**config.mk**
```make
export PLATFORM = sky130hd
export DESIGN_NAME = chg_regs_top
export DESIGN_NICKNAME = d
export VERILOG_FILES = /design/src/pkg/chg_pkg.sv /design/src/hdl/chg_sync.sv /design/src/hdl/chg_clamp.sv /design/src/hdl/chg_regs_top.sv
export SDC_FILE = /design/constraint.sdc
export NUM_CORES = 1
export LEC_CHECK = 0
export BUFFER_PORTS_ARGS = -buffer_cell sky130_fd_sc_hd__buf_4
export CORE_MARGIN = 2
export CORE_UTILIZATION = 53
export CTS_BUF_LIST = sky130_fd_sc_hd__clkbuf_4
export DETAILED_ROUTE_END_ITERATION = 8
export GPL_TIMING_DRIVEN = 0
export PLACE_DENSITY = 0.81
export SETUP_SLACK_MARGIN = 0.4
export SYNTH_ARGS = -nofsm -noshare
export SYNTH_HDL_FRONTEND = slang
export SYNTH_SLANG_ARGS = --single-unit
```
**constraint.sdc**
```tcl
create_clock -name clk_sys_in -period 1.8 [get_ports clk_sys_in]
set_input_delay 0.27 -clock clk_sys_in [delete_from_list [all_inputs] [get_ports clk_sys_in]]
set_output_delay 0.27 -clock clk_sys_in [all_outputs]
set_load 0.01 [all_outputs]
```
**src/pkg/chg_pkg.sv**
```systemverilog
// constants, carriers and helpers for the charger limit/status registers
package chg_pkg;

  localparam int CUR_W = 3;
  localparam int FLT_W = 6;
  localparam int CAP_W = 4;

  localparam logic [7:0] ADDR_PARAM_RST = 8'h04;
  localparam logic [7:0] ADDR_WEAK      = 8'h05;
  localparam logic [7:0] ADDR_SAFETY    = 8'h06;
  localparam logic [7:0] ADDR_MON       = 8'h10;

  localparam int PARAM_RST_BIT = 7;
  localparam int WS_OFF_BIT    = 6;
  localparam int WS_FIXED_BIT  = 5;
  localparam int WS_FLAG_BIT   = 4;
  localparam int WS_VOLT_LSB   = 0;
  localparam int SAFE_I_LSB    = 4;
  localparam int SAFE_V_LSB    = 0;

  localparam logic             WS_OFF_RST   = 1'b0;
  localparam logic             WS_FIXED_RST = 1'b1;
  localparam logic [2:0]       WS_VOLT_RST  = 3'h4;
  localparam logic [7:0]       SAFETY_RST   = 8'h40;
  localparam logic [1:0]       FLOAT_FILL   = 2'h3;
  localparam logic [7:0]       BYTE_ZERO    = 8'h00;

  typedef struct packed {
    logic       valid;
    logic       write;
    logic [7:0] addr;
    logic [7:0] wdata;
  } chg_req_t;

  // bit order matches the monitor register, bit 7 first
  typedef struct packed {
    logic term_cmp;
    logic batt_cmp;
    logic trickle_on;
    logic thermal_limit;
    logic charge_loop_n;
    logic input_loop_n;
    logic supply_ok;
    logic const_volt;
  } chg_mon_t;

  typedef struct packed {
    chg_mon_t mon;
    logic     weak_source;
    logic     thermal_shutdown;
  } chg_ana_t;

  function automatic logic req_write(chg_req_t r, logic [7:0] a);
    return r.valid && r.write && (r.addr == a);
  endfunction

  function automatic logic req_read(chg_req_t r, logic [7:0] a);
    return r.valid && !r.write && (r.addr == a);
  endfunction

  // ceiling code widened to the float-voltage code space
  function automatic logic [FLT_W-1:0] float_cap(logic [CAP_W-1:0] c);
    return {c, FLOAT_FILL};
  endfunction

endpackage

```
**src/hdl/chg_sync.sv**
```systemverilog
// two-flop synchroniser for a vector of asynchronous status levels
`timescale 1ns/1ps
module chg_sync
  import chg_pkg::*;
#(
  parameter int W = 8
) (
  input  wire logic         clk_sys_in,
  input  wire logic         srst_in,
  input  wire logic [W-1:0] async_in,
  output logic      [W-1:0] sync_out
);

  logic [W-1:0] meta_q;
  logic [W-1:0] sync_q;

  always_ff @(posedge clk_sys_in) begin
    if (srst_in) begin
      meta_q <= '0;
      sync_q <= '0;
    end else begin
      meta_q <= async_in;
      sync_q <= meta_q;
    end
  end

  assign sync_out = sync_q;

endmodule

```
**src/hdl/chg_clamp.sv**
```systemverilog
// registered clamp of a programmed code against a ceiling
`timescale 1ns/1ps
module chg_clamp
  import chg_pkg::*;
#(
  parameter int W = 3
) (
  input  wire logic         clk_sys_in,
  input  wire logic         srst_in,
  input  wire logic [W-1:0] value_in,
  input  wire logic [W-1:0] ceiling_in,
  output logic      [W-1:0] used_out,
  output logic              clamped_out
);

  logic [W-1:0] used_q;
  logic         clamped_q;
  wire          over = value_in > ceiling_in;
  wire [W-1:0]  used_d = over ? ceiling_in : value_in;

  always_ff @(posedge clk_sys_in) begin
    if (srst_in) begin
      used_q    <= '0;
      clamped_q <= 1'b0;
    end else begin
      used_q    <= used_d;
      clamped_q <= over;
    end
  end

  assign used_out    = used_q;
  assign clamped_out = clamped_q;
endmodule

```
**src/hdl/chg_regs_top.sv**
```systemverilog
// weak-source, safety-limit and loop-monitor registers of the charger
`timescale 1ns/1ps
// Contract
// - weak-source bit 6 writable; 1 turns the auxiliary 1.8V regulator off.
// - bit 5 set forces current sense to 22.1mV; clear follows current setting.
// - bit 4 read-only, 1 while a weak input source is being regulated.
// - bits 2:0 writable, choose input regulation voltage under weak source.
// - safety bit 7 always reads 0.
// - safety bits 6:4 cap the charge current setting used by control.
// - safety bits 3:0 cap the float voltage used by control.
// - safety register resets to 0x40.
// - registers decode at 0x05, 0x06 and 0x10.
// - monitor bit 7 shows sensed current above termination threshold.
// - monitor bit 6 shows the battery voltage comparator output.
// - monitor bit 5 reads 1 while the 30mA linear charger runs.
// - thermal limit without shutdown limits charge current to 22.1mV sense.
// - monitor bits 3 and 2 read 0 while their current loop controls.
// - monitor bit 1 reads 1 once the input supply is validated.
// - monitor bit 0 reads 1 when float-voltage loop alone controls.
// - writing 1 to parameter reset restores defaults, safety register kept.
module chg_regs_top
  import chg_pkg::*;
(
  input  wire logic             clk_sys_in,
  input  wire logic             srst_in,
  input  wire chg_req_t         req_in,
  input  wire chg_ana_t         ana_in,
  input  wire logic [CUR_W-1:0] charge_current_setting_in,
  input  wire logic [FLT_W-1:0] float_voltage_in,
  output logic      [7:0]       rd_data_out,
  output logic                  rd_valid_out,
  output logic                  regulator_off_out,
  output logic                  fixed_low_current_out,
  output logic      [2:0]       weak_source_volt_out,
  output logic      [CUR_W-1:0] current_cmd_out,
  output logic      [FLT_W-1:0] float_cmd_out,
  output logic                  current_capped_out,
  output logic                  float_capped_out,
  output logic                  sense_low_out
);

  // analogue levels come from another domain
  chg_ana_t ana_s;

  chg_sync #(
    .W ($bits(chg_ana_t))
  ) u_sync (
    .clk_sys_in (clk_sys_in),
    .srst_in    (srst_in),
    .async_in   (ana_in),
    .sync_out   (ana_s)
  );

  // weak-source register state
  logic       ws_off_q;
  logic       ws_off_d;
  logic       ws_fixed_q;
  logic       ws_fixed_d;
  logic [2:0] ws_volt_q;
  logic [2:0] ws_volt_d;

  // safety register state; bit 7 is not stored
  logic [CUR_W-1:0] safe_i_q;
  logic [CUR_W-1:0] safe_i_d;
  logic [CAP_W-1:0] safe_v_q;
  logic [CAP_W-1:0] safe_v_d;

  // read path
  logic [7:0] rd_data_q;
  logic [7:0] rd_data_d;
  logic       rd_valid_q;
  logic       sense_low_q;

  // request decode
  wire wr_weak   = req_write(req_in, ADDR_WEAK);
  wire wr_safety = req_write(req_in, ADDR_SAFETY);
  wire rd_weak   = req_read(req_in, ADDR_WEAK);
  wire rd_safety = req_read(req_in, ADDR_SAFETY);
  wire rd_mon    = req_read(req_in, ADDR_MON);
  wire rd_any    = req_in.valid && !req_in.write;
  wire param_rst = req_write(req_in, ADDR_PARAM_RST) &&
                   req_in.wdata[PARAM_RST_BIT];

  // next state of the weak-source fields; only writable bits taken
  assign ws_off_d   = param_rst ? WS_OFF_RST :
                      wr_weak   ? req_in.wdata[WS_OFF_BIT] :
                                  ws_off_q;
  assign ws_fixed_d = param_rst ? WS_FIXED_RST :
                      wr_weak   ? req_in.wdata[WS_FIXED_BIT] :
                                  ws_fixed_q;
  assign ws_volt_d  = param_rst ? WS_VOLT_RST :
                      wr_weak   ? req_in.wdata[WS_VOLT_LSB +: 3] :
                                  ws_volt_q;

  // safety fields ignore the parameter reset
  assign safe_i_d = wr_safety ? req_in.wdata[SAFE_I_LSB +: CUR_W]
                              : safe_i_q;
  assign safe_v_d = wr_safety ? req_in.wdata[SAFE_V_LSB +: CAP_W]
                              : safe_v_q;

  // read images; flag and reserved bits are never stored
  wire [7:0] weak_img;
  wire [7:0] safety_img;
  wire [7:0] mon_img;

  assign weak_img = {1'b0, ws_off_q, ws_fixed_q, ana_s.weak_source,
                     1'b0, ws_volt_q};
  assign safety_img = {1'b0, safe_i_q, safe_v_q};
  assign mon_img = ana_s.mon;

  // unmapped reads answer zero
  assign rd_data_d = rd_weak   ? weak_img   :
                     rd_safety ? safety_img :
                     rd_mon    ? mon_img    :
                                 BYTE_ZERO;

  // 22.1mV sense either by request or by thermal regulation
  wire sense_low_d = ws_fixed_q ||
                     (ana_s.mon.thermal_limit &&
                      !ana_s.thermal_shutdown);

  always_ff @(posedge clk_sys_in) begin
    if (srst_in) begin
      ws_off_q   <= WS_OFF_RST;
      ws_fixed_q <= WS_FIXED_RST;
      ws_volt_q  <= WS_VOLT_RST;
    end else begin
      ws_off_q   <= ws_off_d;
      ws_fixed_q <= ws_fixed_d;
      ws_volt_q  <= ws_volt_d;
    end
  end

  always_ff @(posedge clk_sys_in) begin
    if (srst_in) begin
      safe_i_q <= SAFETY_RST[SAFE_I_LSB +: CUR_W];
      safe_v_q <= SAFETY_RST[SAFE_V_LSB +: CAP_W];
    end else begin
      safe_i_q <= safe_i_d;
      safe_v_q <= safe_v_d;
    end
  end

  always_ff @(posedge clk_sys_in) begin
    if (srst_in) begin
      rd_data_q   <= BYTE_ZERO;
      rd_valid_q  <= 1'b0;
      sense_low_q <= 1'b0;
    end else begin
      rd_data_q   <= rd_any ? rd_data_d : rd_data_q;
      rd_valid_q  <= rd_any;
      sense_low_q <= sense_low_d;
    end
  end

  // programmed codes held at or below their ceilings
  chg_clamp #(
    .W (CUR_W)
  ) u_cur_clamp (
    .clk_sys_in  (clk_sys_in),
    .srst_in     (srst_in),
    .value_in    (charge_current_setting_in),
    .ceiling_in  (safe_i_q),
    .used_out    (current_cmd_out),
    .clamped_out (current_capped_out)
  );

  chg_clamp #(
    .W (FLT_W)
  ) u_flt_clamp (
    .clk_sys_in  (clk_sys_in),
    .srst_in     (srst_in),
    .value_in    (float_voltage_in),
    .ceiling_in  (float_cap(safe_v_q)),
    .used_out    (float_cmd_out),
    .clamped_out (float_capped_out)
  );

  assign rd_data_out           = rd_data_q;
  assign rd_valid_out          = rd_valid_q;
  assign regulator_off_out     = ws_off_q;
  assign fixed_low_current_out = ws_fixed_q;
  assign weak_source_volt_out  = ws_volt_q;
  assign sense_low_out         = sense_low_q;
endmodule

```
==> reports/qor.yml <==
postRouteAntennaNets: 0
first_pass_iters: 4
die_x_um: 67.7
cp_max_fo: 2
grt_usage_pct: 23.3
first_global_vias: 1734
die_y_um: 67.7
dp_slack_ns: -0.0733
hold_path_depth: 2
htree_levels: 2
routed-wl-met2_um: 2590
placed_cells: 332
hp-class: "input port to flip-flop"
slew_headroom_pct: 64.0
vias: 1827
critPathKind: "flip-flop to flip-flop"
arrival_ns: 1.73
swShare_pct: 24.3
leakage_nw: 1.27
ys_ff_latch: 53
drcViolationCount: 0
dp_hpwl_um: 3550
timing.max_cap.violations: 0
postSynthCellCount: 219
place_congestion: 0.839
grt_max_degree: 16
dieArea_mm2: 0.00458
p_total_mw: 2.00
start_util_pct: 54.5
antennaDiodeCount: 0
rsz0062_at_grt: "yes"
tightest_slew_ns: 0.541
final-hold-violation-count: 0
routedWlPerCell_um: 14.6
synth_top_area_share_pct: 49.4
async_flop_share_pct: 0
min_period_ns: 1.43
drive_gt1_share_pct: 35.8
met1_length_um: 2100
p_switching_uw: 486
synth.most_common_cell: "dfxtp_1"
syn_area_mm2: 0.00215
cts_tree: "done"
synth_edf_count: 0
clock_latency_ns: 0.37
vdd_drop_max_mv: 0.533
fin_setup_tns_ns: 0
nets: 344
fin_util_pct: 73.9
synth-main-ff-cell: "dfxtp_1"
io_pins: 65
r2r_start: "safe_i_q[1]$_SDFFE_PP0P_"
rr_worst_depth: 7
slew_viol_final: 0
wl_met3_um: 283
core_mm2: 0.00394
syn_nets: 265
whs_ns: 0.109
yosysWarningCount: 0
start_kind: "flip-flop"
max_freq_ghz: 0.700
fin_ws_ns: 0.372
cts.clk_slew.worst_paths_ns: 0.13
clock_skew_ns: 0.0110
hold_start: "ana_in[6]"
cts_buffers: 5
fin_cells: 349
status: "complete, no violations"
cp-end-kind: "flip-flop"
powerDensity_mw_per_mm2: 685
wirelength_um: 5080
syn_area_per_cell_um2: 9.81
final-setup-viol-count: 0
num_rows: 23
synth_area_leaders: "dfxtp_1, nor2b_1, mux2i_1, ha_1, nand2b_1"
cts_buffer_depth: 2
seq_power_share_pct: 61.3
port_buffers: 63
syn_to_final_growth_pct: 35.6
crit_start: "safe_i_q[1]$_SDFFE_PP0P_"
top_layer: "met4"
yosysSeqAreaShare_pct: 49.4
fin_crit_sh_pct: 79.4
antenna_found_initial: 0
p_comb_share_pct: 14.0
synth_top_area_cell: "dfxtp_1"
clock_sinks: 53
finish.instance_area_mm2: 0.00291
ys_top_cells_by_count: "dfxtp_1, nor2b_1, nor2_1"
ctsHoldBuffers: 0
overflow: 0
dpl_cell_area_mm2: 0.00269
pwr-share-clk_pct: 24.6
grt_pass1_wl_um: 7790
yosysUniqueCellTypes: 34
required_ns: 2.10
avgViaCountPerCell: 5.23
p_int_mw: 1.51
clockRootBuffer: "clkbuf_4"
drt_iter0_drc: 97
==> path summary, 6_finish.rpt <==
check | endpoint | slack, ns
worst max-delay path | u_cur_clamp.used_out[1]$_SDFF_PP0_ | 0.37
worst min-delay path | u_sync.meta_q[6]$_SDFF_PP0_ | 0.11
worst max register to register | u_cur_clamp.used_out[1]$_SDFF_PP0_ | 0.37
worst min register to register | u_sync.sync_out[9]$_SDFF_PP0_ | 0.45
==> state kept, by name (all words and copies together), names as in the netlist, 3 cells and up <==
signal                flops
u_cur_clamp.used_out      3
u_flt_clamp.used_out      6
u_sync.sync_out          10
safe_i_q                  3
weak_source_volt_out      3
rd_data_out               8
u_sync.meta_q            10
safe_v_q                  4
==> placed cells by master (no fill, tap or decap), types with 3 or more instances in the layout <==
| master | count |
|---|---|
| a21o_1 | 3 |
| a21oi_1 | 5 |
| a221oi_1 | 3 |
| a22oi_1 | 3 |
| a2bb2oi_1 | 3 |
| buf_4 | 72 |
| clkbuf_1 | 7 |
| clkbuf_4 | 5 |
| dfxtp_1 | 48 |
| dfxtp_2 | 5 |
| ha_1 | 3 |
| ha_4 | 4 |
| inv_1 | 6 |
| inv_2 | 3 |
| mux2i_1 | 12 |
| nand2_1 | 10 |
| nand2b_1 | 12 |
| nand3b_1 | 6 |
| nor2_1 | 15 |
| nor2b_1 | 25 |
| nor3_1 | 5 |
| nor4_1 | 3 |
| o21ai_0 | 6 |
| o22ai_1 | 3 |
| or2b_2 | 3 |
==> critical path: stages (launching register included) <==
cell	delay (ns)
dfxtp_2	0.36
inv_2	0.05
ha_4	0.25
nor2b_1	0.12
o21ai_1	0.09
a32oi_2	0.18
buf_4	0.16
mux2i_1	0.17
==> cells by family after synthesis <==
kind of cell,count (synthesis),share of synthesized area (%)
buffers and inverters,19,4.08
adder cells (fa/ha/maj),7,4.08
flip-flops,53,49.4
multiplexers,12,5.59
AO/OA/AOI/OAI,35,10.7
AND/OR/NAND/NOR,93,26.1
==> final cells by class <==
| cell class | instances | area [um2] |
|---|---|---|
| flip-flops and latches | 53 | 1070 |
| repair buffers | 72 | 541 |
| multi-input cells | 147 | 1100 |
| clock buffers | 5 | 37.5 |
| plain buffers | 10 | 53.8 |
| inverters | 9 | 33.8 |
| fillers | 297 | 1030 |
| well taps | 50 | 62.6 |
| clock inverters | 3 | 12.5 |
==> power groups by stage <==
stage	clock, mW	combinational [mW]	sequential (mW)
2_1_floorplan	0	0.107	1.26
3_3_place_gp	0	0.241	1.25
3_5_place_dp	0	0.245	1.25
4_1_cts	0.501	0.262	1.23
5_1_grt	0.560	0.303	1.23
6_report	0.492	0.280	1.22
==> per-layer routing <==
metal	track usage, %	up-vias
li1	-	911
met1	27.6	836
met5	0	-
met4	11.0	0
met2	40.3	69
met3	4.50	11
==> repair_timing <==
action / 4_1_cts / 5_1_grt
buffers inserted: 8 / 1
endpoints found under the setup margin: 17 / 11
gates resized for setup: 12 / 11
pin swaps: 5 / 4
Note: power is estimated with default switching activity, not from simulation.
